File: config.mk
export PLATFORM = sky130hd
export DESIGN_NAME = ils_lane_status
export DESIGN_NICKNAME = d
export VERILOG_FILES = /design/src/core/ils_pkg.sv /design/src/core/ils_lane_capture.sv /design/src/core/ils_lane_status.sv
export SDC_FILE = /design/constraint.sdc
export NUM_CORES = 1
export LEC_CHECK = 0
export BUFFER_PORTS_ARGS = -buffer_cell sky130_fd_sc_hd__buf_4
export CORE_MARGIN = 2
export CORE_UTILIZATION = 45
export DETAILED_ROUTE_END_ITERATION = 10
export PLACE_DENSITY_LB_ADDON = 0.25
export SLEW_MARGIN = 20
export SYNTH_ARGS = -nofsm -noshare
export SYNTH_HDL_FRONTEND = slang
export SYNTH_SLANG_ARGS = --single-unit
File: constraint.sdc
create_clock -name SYS_CLK -period 3.4 [get_ports SYS_CLK]
set_input_delay 0.51 -clock SYS_CLK [delete_from_list [all_inputs] [get_ports SYS_CLK]]
set_output_delay 0.51 -clock SYS_CLK [all_outputs]
set_load 0.005 [all_outputs]
File: src/core/ils_pkg.sv
// Constants and carrier types for the lane status and link ident bank
package ils_pkg;

  localparam int NUM_LINKS  = 2;
  localparam int LINK_W     = 1;
  localparam int NUM_LANES  = 5;
  localparam int FIRST_LANE = 3;
  localparam int REG_W      = 8;
  localparam int CHK_W      = 8;
  localparam int IDENT_W    = 5;
  localparam int PAGE_W     = 1;
  localparam int ADDR_W     = 16;
  localparam int DATA_W     = 32;
  localparam int IDX_W      = 12;

  // Register indices; byte address is four times the index
  localparam logic [IDX_W-1:0] IDX_LINK_PAGE     = 12'h300;
  localparam logic [IDX_W-1:0] IDX_DEV_IDENT     = 12'h450;
  localparam logic [IDX_W-1:0] IDX_BANK_IDENT    = 12'h451;
  localparam logic [IDX_W-1:0] IDX_DEFRAMER_CTRL = 12'h475;
  localparam logic [IDX_W-1:0] IDX_IRQ_STATUS    = 12'h480;
  localparam logic [IDX_W-1:0] IDX_IRQ_MASK      = 12'h481;

  // Per lane, lanes 3 to 7 in order
  localparam logic [IDX_W-1:0] IDX_RX_CHK [NUM_LANES] =
    '{12'h425, 12'h42D, 12'h435, 12'h43D, 12'h445};
  localparam logic [IDX_W-1:0] IDX_CALC_CHK [NUM_LANES] =
    '{12'h426, 12'h42E, 12'h436, 12'h43E, 12'h446};
  localparam logic [IDX_W-1:0] IDX_RX_IDENT [NUM_LANES] =
    '{12'h422, 12'h42A, 12'h432, 12'h43A, 12'h442};

  localparam int DFR_SRST_BIT = 3;

  localparam logic [REG_W-1:0]   RST_DEV_IDENT  = 8'h00;
  localparam logic [REG_W-1:0]   RST_BANK_IDENT = 8'h00;
  localparam logic [PAGE_W-1:0]  RST_LINK_PAGE  = 1'h0;
  localparam logic               RST_DFR_SRST   = 1'h1;

  // Interrupt status and mask layout
  localparam int ST_W        = 3;
  localparam int ST_CAPTURE  = 0;
  localparam int ST_MISMATCH = 1;
  localparam int ST_BID_LATE = 2;
  localparam logic [ST_W-1:0] RST_IRQ_MASK = 3'h0;

  typedef struct packed {
    logic              psel;
    logic              penable;
    logic              pwrite;
    logic [ADDR_W-1:0] paddr;
    logic [DATA_W-1:0] pwdata;
  } ils_apb_req_t;

  typedef struct packed {
    logic              pready;
    logic [DATA_W-1:0] prdata;
    logic              pslverr;
  } ils_apb_rsp_t;

  typedef struct packed {
    logic               valid;
    logic [LINK_W-1:0]  link;
    logic [CHK_W-1:0]   rx_chk;
    logic [CHK_W-1:0]   calc_chk;
    logic [IDENT_W-1:0] ident;
  } ils_lane_cfg_t;

  typedef struct packed {
    logic [CHK_W-1:0]   rx_chk;
    logic [CHK_W-1:0]   calc_chk;
    logic [IDENT_W-1:0] ident;
  } ils_lane_rec_t;

  typedef ils_lane_rec_t [NUM_LINKS-1:0] ils_lane_bank_t;

endpackage

File: src/core/ils_lane_capture.sv
// Per-lane capture of alignment sequence checksums and lane ident, banked per link
`timescale 1ns/10ps
module ils_lane_capture (
  input  wire logic                    clk,
  input  wire logic                    rst,
  input  wire ils_pkg::ils_lane_cfg_t  cfg,
  output ils_pkg::ils_lane_bank_t      rec,
  output logic                         captured,
  output logic                         mismatch
);

  typedef struct packed {
    ils_pkg::ils_lane_bank_t rec;
    logic                    captured;
    logic                    mismatch;
  } ils_cap_state_t;

  ils_cap_state_t s_q;
  ils_cap_state_t s_d;

  always_comb begin
    s_d          = s_q;
    s_d.captured = 1'b0;
    s_d.mismatch = 1'b0;
    // Fields move only when a lane delivers its configuration
    if (cfg.valid) begin
      s_d.rec[cfg.link].rx_chk   = cfg.rx_chk;
      s_d.rec[cfg.link].calc_chk = cfg.calc_chk;
      s_d.rec[cfg.link].ident    = cfg.ident;
      s_d.captured               = 1'b1;
      s_d.mismatch               = (cfg.rx_chk != cfg.calc_chk);
    end
  end

  always_ff @(posedge clk) begin
    if (rst) begin
      s_q <= '0;
    end else begin
      s_q <= s_d;
    end
  end

  assign rec      = s_q.rec;
  assign captured = s_q.captured;
  assign mismatch = s_q.mismatch;

endmodule

File: src/core/ils_lane_status.sv
// Lane status and link ident register bank behind an APB slave
// Function
// Each of lanes 3 to 7 keeps the received alignment checksum in a read-only byte, reset zero.
// Each of lanes 3 to 7 shows the locally computed checksum in its own read-only byte.
// Each of lanes 3 to 7 shows the received lane ident in bits 4:0, bits 7:5 read zero.
// Every register of the group is banked per link, the copy chosen by the page at 0x300.
// A read/write device ident byte at 0x450 resets to zero.
// A read/write bank ident byte at 0x451 resets to zero.
// Software writes the bank ident only while the deframer soft reset (0x475 bit 3) is held.
// Software leaves the bank ident alone once the deframer runs.
// Lane fields change only when that lane's configuration arrives and hold otherwise.
`timescale 1ns/10ps
module ils_lane_status (
  input  wire logic                                         SYS_CLK,
  input  wire logic                                         RST,
  input  wire ils_pkg::ils_apb_req_t                        APB_REQ,
  output ils_pkg::ils_apb_rsp_t                             APB_RSP,
  input  wire ils_pkg::ils_lane_cfg_t [ils_pkg::NUM_LANES-1:0] LANE_CFG,
  output logic [ils_pkg::NUM_LINKS-1:0][ils_pkg::REG_W-1:0] LINK_DEV_IDENT,
  output logic [ils_pkg::NUM_LINKS-1:0][ils_pkg::REG_W-1:0] LINK_BANK_IDENT,
  output logic                                              QUAD_BYTE_DEFRAMER_SOFT_RESET,
  output logic                                              IRQ
);

  typedef struct packed {
    logic                                           ack;
    logic [ils_pkg::DATA_W-1:0]                     rdata;
    logic                                           slverr;
    logic [ils_pkg::PAGE_W-1:0]                     page;
    logic [ils_pkg::NUM_LINKS-1:0][ils_pkg::REG_W-1:0] dev_id;
    logic [ils_pkg::NUM_LINKS-1:0][ils_pkg::REG_W-1:0] bank_id;
    logic                                           dfr_srst;
    logic [ils_pkg::ST_W-1:0]                       status;
    logic [ils_pkg::ST_W-1:0]                       mask;
  } ils_state_t;

  ils_state_t s_q;
  ils_state_t s_d;

  ils_pkg::ils_lane_bank_t         lane_rec [ils_pkg::NUM_LANES];
  logic [ils_pkg::NUM_LANES-1:0]   lane_cap;
  logic [ils_pkg::NUM_LANES-1:0]   lane_mis;

  logic [ils_pkg::IDX_W-1:0]       idx;
  logic                            aligned;
  logic                            access;
  logic                            first_acc;
  logic                            done;
  logic [ils_pkg::DATA_W-1:0]      rd_val;
  logic                            rd_hit;
  logic [3:0]                      m_rx;
  logic [3:0]                      m_calc;
  logic [3:0]                      m_id;
  logic [ils_pkg::ST_W-1:0]        ev;
  logic [ils_pkg::ST_W-1:0]        clr;

  // Returns {hit, lane slot} for an index against a per-lane table
  function automatic logic [3:0] lane_match(
    input logic [ils_pkg::IDX_W-1:0] i_idx,
    input logic [ils_pkg::IDX_W-1:0] tbl [ils_pkg::NUM_LANES]
  );
    logic [3:0] r;
    r = 4'h0;
    for (int n = 0; n < ils_pkg::NUM_LANES; n++) begin
      if (i_idx == tbl[n]) begin
        r = {1'b1, 3'(n)};
      end
    end
    return r;
  endfunction

  // Zero-extend a byte into the bus word
  function automatic logic [ils_pkg::DATA_W-1:0] widen(
    input logic [ils_pkg::REG_W-1:0] v
  );
    return {{(ils_pkg::DATA_W-ils_pkg::REG_W){1'b0}}, v};
  endfunction

  genvar g;
  generate
    for (g = 0; g < ils_pkg::NUM_LANES; g++) begin : gen_lane
      ils_lane_capture u_cap (
        .clk      (SYS_CLK),
        .rst      (RST),
        .cfg      (LANE_CFG[g]),
        .rec      (lane_rec[g]),
        .captured (lane_cap[g]),
        .mismatch (lane_mis[g])
      );
    end
  endgenerate

  assign idx       = APB_REQ.paddr[ils_pkg::IDX_W+1:2];
  assign aligned   = (APB_REQ.paddr[1:0] == 2'h0) &&
                     (APB_REQ.paddr[ils_pkg::ADDR_W-1:ils_pkg::IDX_W+2] == '0);
  assign access    = APB_REQ.psel && APB_REQ.penable;
  assign first_acc = access && !s_q.ack;
  assign done      = access && s_q.ack;

  assign m_rx   = lane_match(idx, ils_pkg::IDX_RX_CHK);
  assign m_calc = lane_match(idx, ils_pkg::IDX_CALC_CHK);
  assign m_id   = lane_match(idx, ils_pkg::IDX_RX_IDENT);

  // Read decode; lane and ident registers go through the selected link page
  always_comb begin
    rd_val = '0;
    rd_hit = 1'b0;
    if (aligned) begin
      if (m_rx[3]) begin
        rd_val = widen(lane_rec[m_rx[2:0]][s_q.page].rx_chk);
        rd_hit = 1'b1;
      end else if (m_calc[3]) begin
        rd_val = widen(lane_rec[m_calc[2:0]][s_q.page].calc_chk);
        rd_hit = 1'b1;
      end else if (m_id[3]) begin
        rd_val = widen({3'h0, lane_rec[m_id[2:0]][s_q.page].ident});
        rd_hit = 1'b1;
      end else begin
        case (idx)
          ils_pkg::IDX_LINK_PAGE: begin
            rd_val = {{(ils_pkg::DATA_W-ils_pkg::PAGE_W){1'b0}}, s_q.page};
            rd_hit = 1'b1;
          end
          ils_pkg::IDX_DEV_IDENT: begin
            rd_val = widen(s_q.dev_id[s_q.page]);
            rd_hit = 1'b1;
          end
          ils_pkg::IDX_BANK_IDENT: begin
            rd_val = widen(s_q.bank_id[s_q.page]);
            rd_hit = 1'b1;
          end
          ils_pkg::IDX_DEFRAMER_CTRL: begin
            rd_val = '0;
            rd_val[ils_pkg::DFR_SRST_BIT] = s_q.dfr_srst;
            rd_hit = 1'b1;
          end
          ils_pkg::IDX_IRQ_STATUS: begin
            rd_val = {{(ils_pkg::DATA_W-ils_pkg::ST_W){1'b0}}, s_q.status};
            rd_hit = 1'b1;
          end
          ils_pkg::IDX_IRQ_MASK: begin
            rd_val = {{(ils_pkg::DATA_W-ils_pkg::ST_W){1'b0}}, s_q.mask};
            rd_hit = 1'b1;
          end
          default: begin
            rd_val = '0;
            rd_hit = 1'b0;
          end
        endcase
      end
    end
  end

  always_comb begin
    s_d = s_q;
    ev  = '0;
    clr = '0;
    ev[ils_pkg::ST_CAPTURE]  = |lane_cap;
    ev[ils_pkg::ST_MISMATCH] = |lane_mis;

    // One wait state so read data comes from a flip-flop
    if (first_acc) begin
      s_d.ack    = 1'b1;
      s_d.rdata  = APB_REQ.pwrite ? '0 : rd_val;
      s_d.slverr = !rd_hit;
    end else if (done) begin
      s_d.ack    = 1'b0;
      s_d.rdata  = '0;
      s_d.slverr = 1'b0;
    end else begin
      s_d.ack    = 1'b0;
    end

    if (done && APB_REQ.pwrite && aligned) begin
      case (idx)
        ils_pkg::IDX_LINK_PAGE: begin
          s_d.page = APB_REQ.pwdata[ils_pkg::PAGE_W-1:0];
        end
        ils_pkg::IDX_DEV_IDENT: begin
          s_d.dev_id[s_q.page] = APB_REQ.pwdata[ils_pkg::REG_W-1:0];
        end
        ils_pkg::IDX_BANK_IDENT: begin
          s_d.bank_id[s_q.page] = APB_REQ.pwdata[ils_pkg::REG_W-1:0];
          // Write still lands; software is told it broke the ordering
          ev[ils_pkg::ST_BID_LATE] = !s_q.dfr_srst;
        end
        ils_pkg::IDX_DEFRAMER_CTRL: begin
          s_d.dfr_srst = APB_REQ.pwdata[ils_pkg::DFR_SRST_BIT];
        end
        ils_pkg::IDX_IRQ_MASK: begin
          s_d.mask = APB_REQ.pwdata[ils_pkg::ST_W-1:0];
        end
        default: begin
          s_d.page = s_q.page;
        end
      endcase
    end

    // Clear only what the read reported, so a bit raised meanwhile survives
    if (done && !APB_REQ.pwrite && aligned && idx == ils_pkg::IDX_IRQ_STATUS) begin
      clr = s_q.rdata[ils_pkg::ST_W-1:0];
    end
    s_d.status = (s_q.status & ~clr) | ev;
  end

  always_ff @(posedge SYS_CLK) begin
    if (RST) begin
      s_q          <= '0;
      s_q.page     <= ils_pkg::RST_LINK_PAGE;
      s_q.dev_id   <= {ils_pkg::NUM_LINKS{ils_pkg::RST_DEV_IDENT}};
      s_q.bank_id  <= {ils_pkg::NUM_LINKS{ils_pkg::RST_BANK_IDENT}};
      s_q.dfr_srst <= ils_pkg::RST_DFR_SRST;
      s_q.mask     <= ils_pkg::RST_IRQ_MASK;
    end else begin
      s_q <= s_d;
    end
  end

  assign APB_RSP.pready  = s_q.ack;
  assign APB_RSP.prdata  = s_q.rdata;
  assign APB_RSP.pslverr = s_q.ack && s_q.slverr;

  assign LINK_DEV_IDENT                = s_q.dev_id;
  assign LINK_BANK_IDENT               = s_q.bank_id;
  assign QUAD_BYTE_DEFRAMER_SOFT_RESET = s_q.dfr_srst;
  assign IRQ                           = |(s_q.status & s_q.mask);

endmodule

==> results of run 1 <==
## worst paths after layout
path                                 start                        end  slack, ns
setup / recovery               APB_REQ[41]                 APB_RSP[7]       1.07
hold / removal                LANE_CFG[69]  gen_lane[3].u_cap.rec[21]       0.20
setup reg to reg                   s_q[39]                 APB_RSP[2]       1.31
hold reg to reg   gen_lane[2].u_cap.rec[0]   gen_lane[2].u_cap.rec[0]       0.45
## sequential cells by signal (all words and copies together) (netlist names)
signal                         count
gen_lane.u_cap.rec               210
LINK_BANK_IDENT                   16
LINK_DEV_IDENT                    16
APB_RSP                            9
s_q                                8
gen_lane.u_cap.captured            5
gen_lane.u_cap.mismatch            5
QUAD_BYTE_DEFRAMER_SOFT_RESET      1
## per-layer routing
layer	track usage, %	up-vias	wire, µm
met5	0	-	0
met1	37.1	5670	18600
met3	3.94	115	2740
met4	15.1	0	2610
li1	-	5681	-
met2	48.3	521	21200
## power groups by stage
stage	clock network [mW]	logic, mW	registers, mW
after global routing	3.41	0.816	3.39
after global placement	0	0.730	3.45
after floorplan	0	0.427	3.40
final	3.25	0.751	3.39
after CTS	3.28	0.743	3.38
after detailed placement	0	0.740	3.45
## cells in the final DEF (no fill, tap or decap), types with 7 or more instances in the layout
cell type,count
xor2_1,40
nand2b_1,11
a21oi_1,239
dfxtp_1,269
nand3_1,27
mux2i_1,73
nor4_1,14
clkbuf_16,29
conb_1,24
clkbuf_8,9
mux4_2,18
nor2b_1,16
nand2_1,474
o21ai_0,24
a31oi_1,11
o22ai_1,15
buf_4,214
nor2_1,60
and2_1,8
a211oi_1,7
mux2_2,8
## layout make-up
cell class,count,area [µm²]
clock buffers,43,868
clock inverters,9,120
flip-flops and latches,270,5410
repair buffers,218,1680
well taps,384,480
multi-input cells,1194,6750
inverters,5,18.8
fillers,2740,13200
## critical path, cell delays in order
cell and delay (ns):
buf_4 0.15, nor4bb_2 0.43, buf_4 0.34, nand4_1 0.35, o22ai_1 0.48, nor2_1 0.08, o21ai_0 0.33, a32oi_1 0.09
## kinds of logic (layout without fill, tap and decap cells)
kind of cell	after synthesis	count (layout)	synth area share [%]
compound gates	369	369	16.6
xor+xnor	40	40	2.69
buf+inv	178	275	7.30
flops	270	270	41.6
mux	99	99	9.43
other cells	1	24	0.0288
simple gates	662	662	22.4
## stage by stage
stage | hold WS (ns) | power [mW] | cell area (µm²) | setup slack (ns)
3_5_place_dp | 0.447 | 4.19 | 14300 | 0.536
3_3_place_gp | 0.441 | 4.18 | 14300 | 0.617
6_report | 0.198 | 7.39 | 15300 | 1.07
5_1_grt | 0.200 | 7.62 | 15300 | 0.913
4_1_cts | 0.186 | 7.41 | 15300 | 1.11
2_1_floorplan | 0.430 | 3.83 | 13100 | 1.01
==> flow_summary.toml, run 1 <==
[status]
outcome = "finished, final reports clean"

[global_route]
grt_first_pass_wirelength_um = 67800
grt_max_degree = 138
antenna_found_initial = 0
grt_pass1_vias = 11500
grt.overflow.total = 0
grt.total_usage_pct = 29.1

[layout]
final_core_util_pct = 53.7
layout.cells.non_filler = 2123
layout.nets = 1886
synthToLayoutAreaGrowth_pct = 17.8
drive_gt1_share_pct = 18.2
diodes = 0

[die]
core_area_um2 = 28500
io_pins = 236
rows = 62
die_w_um = 174
start_util_pct = 45.6
dieArea_um2 = 30300
die_h_um = 174

[logic_synthesis]
synth_top_cell_area_share_pct = 41.6
syn_area_per_cell_um2 = 8.03
syn-cell-area_um2 = 13000
synth-seq-area-share_pct = 41.6
ys.flop_type = "dfxtp_1"
netlist_instances = 1619
ys_top_cells_by_area = "dfxtp_1 42%, nand2_1 14%, a21oi_1 9.2%, mux2i_1 5.6%, buf_4 3.9%"
ys_warn_count = 0
synth_common_cells = "474 x nand2_1, 270 x dfxtp_1, 239 x a21oi_1"
synth_edf_count = 0
synth.distinct_cells = 77
synth_seq_cells = 270
postSynth.asyncResetShare_pct = 0
yosysMostFrequentCell = "nand2_1"
synth_area_leader_cell = "dfxtp_1"

[route]
vias_per_cell = 5.65
vias = 12000
post_drt_wl_per_cell_um = 21.3
drc = 0
antenna_left = 0
drt-total-wl_um = 45100
dr.first_iter.drc_count = 1083
firstDrtPassIters = 5

[timing]
timing.fmax_mhz = 429
final_hold_viol_count = 0
post-route-period-util_pct = 68.5
slew_headroom_pct = 35.4
skew_ns = 0.0124
rsz0062_at_grt = "no"
fin_crit_ns = 2.33
setup_viol = 0
drv_slew = 0
worstMarginPinSlew_ns = 0.969
tns_ns = 0

[cts]
clockRootBuffer = "clkbuf_16"
clk_latency_ns = 0.57
ctsHoldBuffers = 0
cts_buffers = 29
clk_pin_slew_ns = 0.06
h-tree-depth = 1
cts.sinks = 270
postCtsSetupBuffers = 0
cts_buffer_depth = 3
cts_tree = "yes"
post_cts_resize_count = 0

[power]
switchingPower_mw = 1.89
seq_power_share_pct = 45.8
p_per_area_nw_per_um2 = 482
switching_share_pct = 25.5
combPwrFrac_pct = 10.2
leakagePower_nw = 5.86
p_int_mw = 5.50
clkPwrFrac_pct = 44.0
vdd_drop_max_mv = 0.420

[setup_path]
cp-start-kind = "input pin"
crit_arrival_ns = 2.76
worstSetupEndpointType = "flip-flop"
reg2reg_depth = 7
required_ns = 3.83
cp_max_fo = 18
worstSetupPathType = "in -> reg"

[place]
hpwl_um = 33500
placed_cells = 2071
portBuffers = 187
routabilityCongestion = 0.947

[worst_hold_path]
hold_class = "in -> reg"
min_path_cells = 3

[run]
maxCapViolations = 0
(Power assumes the default switching activity.)
==> inputs of run 2 (changes only) <==
--- a/config.mk
+++ b/config.mk
@@ -5,6 +5,7 @@
 export SDC_FILE = /design/constraint.sdc
 export NUM_CORES = 1
 export LEC_CHECK = 0
+export ABC_AREA = 1
 export BUFFER_PORTS_ARGS = -buffer_cell sky130_fd_sc_hd__buf_4
 export CORE_MARGIN = 2
 export CORE_UTILIZATION = 45
==> constraint.sdc (replaced) <==
create_clock -name SYS_CLK -period 2.28 [get_ports SYS_CLK]
set_input_delay 0.342 -clock SYS_CLK [delete_from_list [all_inputs] [get_ports SYS_CLK]]
set_output_delay 0.342 -clock SYS_CLK [all_outputs]
set_load 0.005 [all_outputs]
==> run 2 against run 1 <==
Against the previous run:
- sequential power rose by 52%
- via count rose by 11%
- sequential share of layout area down 2.1 points
- wire length decreased by 0.49%
- synthesized area grew 2.9%
- die area up 2.9%
- first-iteration DRC count up 7.4%
- clock-buffer cell count shrank 4
- clock skew is 0.0042 ns higher
- highest routed layer unchanged
==> flow_summary.toml, run 2 <==
[global_route]
grt.total_usage_pct = 28.3
grt_first_pass_wirelength_um = 68600
busiest_layer = "met2"
met3_usage_pct = 2.80
gr-usage-met1_pct = 40.5
antenna_found_initial = 0
grt.overflow.total = 0
grt_use_met2_pct = 45.2
grt_pass1_vias = 12200
grt_max_degree = 61

[place]
hpwl_um = 34200
pre_cts_ws_ns = -0.177
routabilityCongestion = 0.934
placed_cells = 2519
portBuffers = 187

[timing]
whs_ns = 0.0118
final_hold_viol_count = 0
setup_viol = 0
slew_headroom_pct = 40.8
drv_slew = 0
layout_setup_ws_ns = 0.229
timing.fmax_mhz = 488
worstMarginPinSlew_ns = 0.887
fin_crit_ns = 2.05
post-route-period-util_pct = 89.9
rsz0062_at_grt = "no"
skew_ns = 0.0167

[layout]
mostFrequentLayoutCells = "370 x nor2_1, 342 x nand2_1, 285 x buf_4"
largest_reg_flops = 210
layout.cells.non_filler = 2573
layout.nets = 2328
diodes = 0
layout_commonest_cell = "nor2_1"
drive_gt1_share_pct = 17.9
synthToLayoutAreaGrowth_pct = 21.7
num-fill-cells = 2881

[setup_path]
r2r_slack_ns = 0.23
cp-start-kind = "flip-flop"
cp_max_fo = 23
critPathBufInv = 1
cp_cell_sequence = "buf_4 > nor2_1 > a21oi_1 > nor2_1 > a211oi_1 > nand2_1 > nand3_1 > a21oi_1"
crit_family = "flip-flops"
r2r_start = "s_q[39]"
cp_slowest_cell = "dfxtp_2"
worstSetupEndpointType = "flip-flop"
cp-startpoint = "s_q[39]"
timing.critical_path.to = "APB_RSP[7]"
crit_cells = 8
reg2reg_depth = 8
required_ns = 2.70
cpPeakStageDelay_ns = 0.62
worstReg2RegEnd = "APB_RSP[7]"
worstSetupPathType = "reg -> reg"
crit_arrival_ns = 2.47

[worst_hold_path]
min-delay-start = "LANE_CFG[27]"
hold_class = "in -> reg"

[logic_synthesis]
synth_seq_cells = 270
yosysMostFrequentCell = "nor2_1"
syn-cell-area_um2 = 13400
postSynth.asyncResetShare_pct = 0
ys_warn_count = 0
synth_top_cell_area_share_pct = 40.4
synth_common_cells = "370 x nor2_1, 342 x nand2_1, 275 x o21ai_0"
ys.flop_type = "dfxtp_1"
ys_top_cells_by_area = "dfxtp_1 40%, nor2_1 10%, o21ai_0 10%, nand2_1 9.6%, nand3_1 4.6%"
synth_area_leader_cell = "dfxtp_1"
netlist_instances = 1974
synth-seq-area-share_pct = 40.4
synth.distinct_cells = 45
syn_area_per_cell_um2 = 6.78
synth_edf_count = 0

[cts]
clk_pin_slew_ns = 0.06
cts_buffer_depth = 3
clockRootBuffer = "clkbuf_16"
clk_latency_ns = 0.57
cts.sinks = 270
cts_tree = "yes"
postCtsSetupBuffers = 0
post_cts_resize_count = 0
cts_buffers = 29
ctsHoldBuffers = 0
h-tree-depth = 1

[route]
dr.first_iter.drc_count = 1163
post_drt_wl_per_cell_um = 17.5
firstDrtPassIters = 6
vias = 13300
vias_per_cell = 5.16
drt-total-wl_um = 44900
antenna_left = 0
drc = 0

[power]
p_per_area_nw_per_um2 = 688
power_mw = 11.2
leakagePower_nw = 7.36
vdd_drop_max_mv = 0.498

[die]
core_area_um2 = 29500
dieArea_um2 = 31100
start_util_pct = 45.4
io_pins = 236
rows = 63
die_h_um = 176
die_w_um = 176

[run]
maxCapViolations = 0

[status]
outcome = "finished, final reports clean"
[run 2: changes by cell type in the layout (fill, tap and decap cells not counted), moves of 11 or more]
cell and change:
nand3_1 +95, mux2i_1 -69, nor2b_1 -16, buf_4 +71, a21oi_1 -123, nand2b_1 -11
nor2_1 +310, nand2_1 -132, mux4_2 -18, inv_1 +149, o21ai_0 +251, inv_2 +12
[run 2: power by group]
group / leakage, nW / switching, mW / internal, mW
clock network: 0.485 / 2.03 / 2.83
logic: 4.65 / 0.725 / 0.481
registers: 2.22 / 0.167 / 4.98
total: 7.36 / 2.93 / 8.29
[run 2: kinds of logic after synthesis]
family          count (synthesis)  synth area share [%]
simple gates                  897                  28.3
buf+inv                       329                  11.7
mux                             4                 0.299
compound gates                438                  17.1
xor+xnor                       35                  2.29
other cells                     1                0.0280
flops                         270                  40.4
[run 2: worst register-to-register path: stages (launching register included)]
cell	delay, ns
dfxtp_2	0.62
buf_4	0.29
nor2_1	0.08
a21oi_1	0.13
nor2_1	0.07
a211oi_1	0.36
nand2_1	0.13
nand3_1	0.16
a21oi_1	0.08
[run 2: how the worst min path moves through the flow]
stage               cells after the start  slack (ns)                    endpoint
finish                                  3        0.01    gen_lane[1].u_cap.rec[4]
global route                            3        0.02    gen_lane[4].u_cap.rec[1]
CTS                                     3      0.0006    gen_lane[4].u_cap.rec[3]
detailed placement                      2        0.45   gen_lane[1].u_cap.rec[34]
global placement                        2        0.44   gen_lane[4].u_cap.rec[22]
floorplan                               1        0.42  gen_lane[1].u_cap.captured
[run 2: routing by layer]
| layer | wire (µm) | up-vias |
|---|---|---|
| met5 | 0 | - |
| met1 | 20200 | 6056 |
| met3 | 3260 | 68 |
| li1 | - | 6641 |
| met4 | 1300 | 0 |
| met2 | 20100 | 504 |
[run 2: layout make-up]
cell class	count	area, µm²	area share, %
multi-input combinational	1398	6500	39.9
sequential	270	5410	33.2
timing repair buffer	292	2280	14.0
clock buffer	39	803	4.93
inverter	169	637	3.91
tap	390	488	2.99
clock inverter	15	175	1.08
[run 2: through the flow]
stage,utilization (%),setup TNS (ns),instance area (µm²)
floorplan,-,0,13500
global route,55.3,0,16300
global placement,51.9,-0.717,15300
finish,55.3,0,16300
CTS,55.3,0,16300
detailed placement,51.9,-1.04,15300
==> inputs of run 3 (changes only) <==
--- a/config.mk
+++ b/config.mk
@@ -7,8 +7,10 @@
 export LEC_CHECK = 0
 export ABC_AREA = 1
 export BUFFER_PORTS_ARGS = -buffer_cell sky130_fd_sc_hd__buf_4
+export CELL_PAD_IN_SITES_DETAIL_PLACEMENT = 0
+export CELL_PAD_IN_SITES_GLOBAL_PLACEMENT = 1
 export CORE_MARGIN = 2
-export CORE_UTILIZATION = 45
+export CORE_UTILIZATION = 40
 export DETAILED_ROUTE_END_ITERATION = 10
 export PLACE_DENSITY_LB_ADDON = 0.25
 export SLEW_MARGIN = 20
==> run 3 against run 2 <==
Against the previous run:
- clock skew fell by 0.0023 ns
- register-to-register slack gained 0.09 ns
- worst setup slack better by 0.058 ns
- fmax is 2.9% higher
- non-clock buffer count rose by 6
- clock power up 19%
- critical endpoint is now APB_RSP[5]
==> flow_summary.toml, run 3 (same netlist as run 2, synthesis figures left out) <==
[status]
outcome = "finished, final reports clean"

[route]
drt-total-wl_um = 47500
wl_met2_um = 21400
dr.first_iter.drc_count = 1221
vias_per_cell = 5.13
maxUsedRoutingLayer = "met4"
wl_met1_um = 21400
vias = 13500
drc = 0
firstDrtPassIters = 5
antenna_left = 0
post_drt_wl_per_cell_um = 18.0
met3_wirelength_um = 3390

[timing]
setup_viol = 0
worstMarginPinSlew_ns = 0.961
fin_crit_ns = 1.99
layout_setup_ws_ns = 0.287
rsz0062_at_grt = "no"
slew_headroom_pct = 35.5
timing.fmax_mhz = 502
tns_ns = 0
final_hold_viol_count = 0
skew_ns = 0.0144
post-route-period-util_pct = 87.4
whs_ns = 0.0191
drv_slew = 0

[layout]
layout_commonest_cell = "nor2_1"
layout.nets = 2335
final_cell_area_um2 = 16600
synthToLayoutAreaGrowth_pct = 24.2
layout.cells.non_filler = 2633
drive_gt1_share_pct = 18.4
largest_reg_flops = 210
final_core_util_pct = 50.7
diodes = 0
mostFrequentLayoutCells = "370 x nor2_1, 342 x nand2_1, 290 x buf_4"

[place]
pre_cts_ws_ns = -0.198
hpwl_um = 36200
post_dp_cell_area_um2 = 15400
placed_cells = 2577
routabilityCongestion = 0.951
portBuffers = 187

[setup_path]
worstSetupPathType = "in -> reg"
required_ns = 2.71
crit_arrival_ns = 2.43
cp-start-kind = "input pin"
cp_max_fo = 9
worstSetupEndpointType = "flip-flop"
r2r_slack_ns = 0.32

[die]
start_util_pct = 40.8
die_h_um = 187
io_pins = 236
die_w_um = 187
core_area_um2 = 32800
dieArea_um2 = 34900
rows = 66

[cts]
cts_tree = "yes"
cts.sinks = 270
clk_latency_ns = 0.57
cts_buffer_depth = 3
cts_buffers = 30
postCtsSetupBuffers = 0
clockRootBuffer = "clkbuf_16"
post_cts_resize_count = 0
clk_pin_slew_ns = 0.06
ctsHoldBuffers = 0
h-tree-depth = 1

[global_route]
grt_first_pass_wirelength_um = 72300
antenna_found_initial = 0
grt.overflow.total = 0
grt_max_degree = 99
grt_pass1_vias = 12500
grt.total_usage_pct = 26.5

[run]
maxCapViolations = 0

[power]
power_mw = 12.1
p_per_area_nw_per_um2 = 729
vdd_drop_max_mv = 0.574
leakagePower_nw = 7.48

[worst_hold_path]
hold_class = "in -> reg"
[run 3: worst paths after layout]
check | cells past startpoint | to | from
worst max-delay path | 17 | APB_RSP[5] | APB_REQ[44]
worst min-delay path | 3 | gen_lane[1].u_cap.rec[2] | LANE_CFG[25]
worst max register to register | 10 | APB_RSP[1] | s_q[39]
worst min register to register | 2 | gen_lane[2].u_cap.rec[37] | gen_lane[2].u_cap.rec[37]
[run 3: power by group]
group	leakage, nW	switching [mW]	total, mW	internal [mW]
Clock	0.582	2.05	5.77	3.71
Sequential	2.22	0.168	5.15	4.98
Combinational	4.68	0.734	1.21	0.477
Total	7.48	2.95	12.1	9.17
[run 3: area by class of cell]
type / count / area [µm²]
timing repair buffer: 298 / 2340
tap: 442 / 553
multi-input combinational: 1398 / 6500
clock buffer: 40 / 880
sequential: 270 / 5410
inverter: 169 / 637
fill: 3350 / 16200
clock inverter: 16 / 314
[run 3: per-layer routing]
metal,vias to the layer above,track usage (%)
li1,6667,-
met1,6275,37.6
met2,514,42.3
met3,64,3.25
met4,0,7.08
met5,-,0
[run 3: worst max-delay path, cell delays in order]
cell	delay [ns]
buf_4	0.12
nand2_1	0.10
nor2_4	0.06
buf_12	0.14
buf_4	0.15
nand2_1	0.07
nand2_2	0.06
buf_4	0.16
nand3_1	0.12
nand2_1	0.17
a221oi_1	0.39
buf_4	0.18
nand2_1	0.06
nand2_1	0.06
nand2_1	0.05
nand2_1	0.13
a21oi_2	0.06
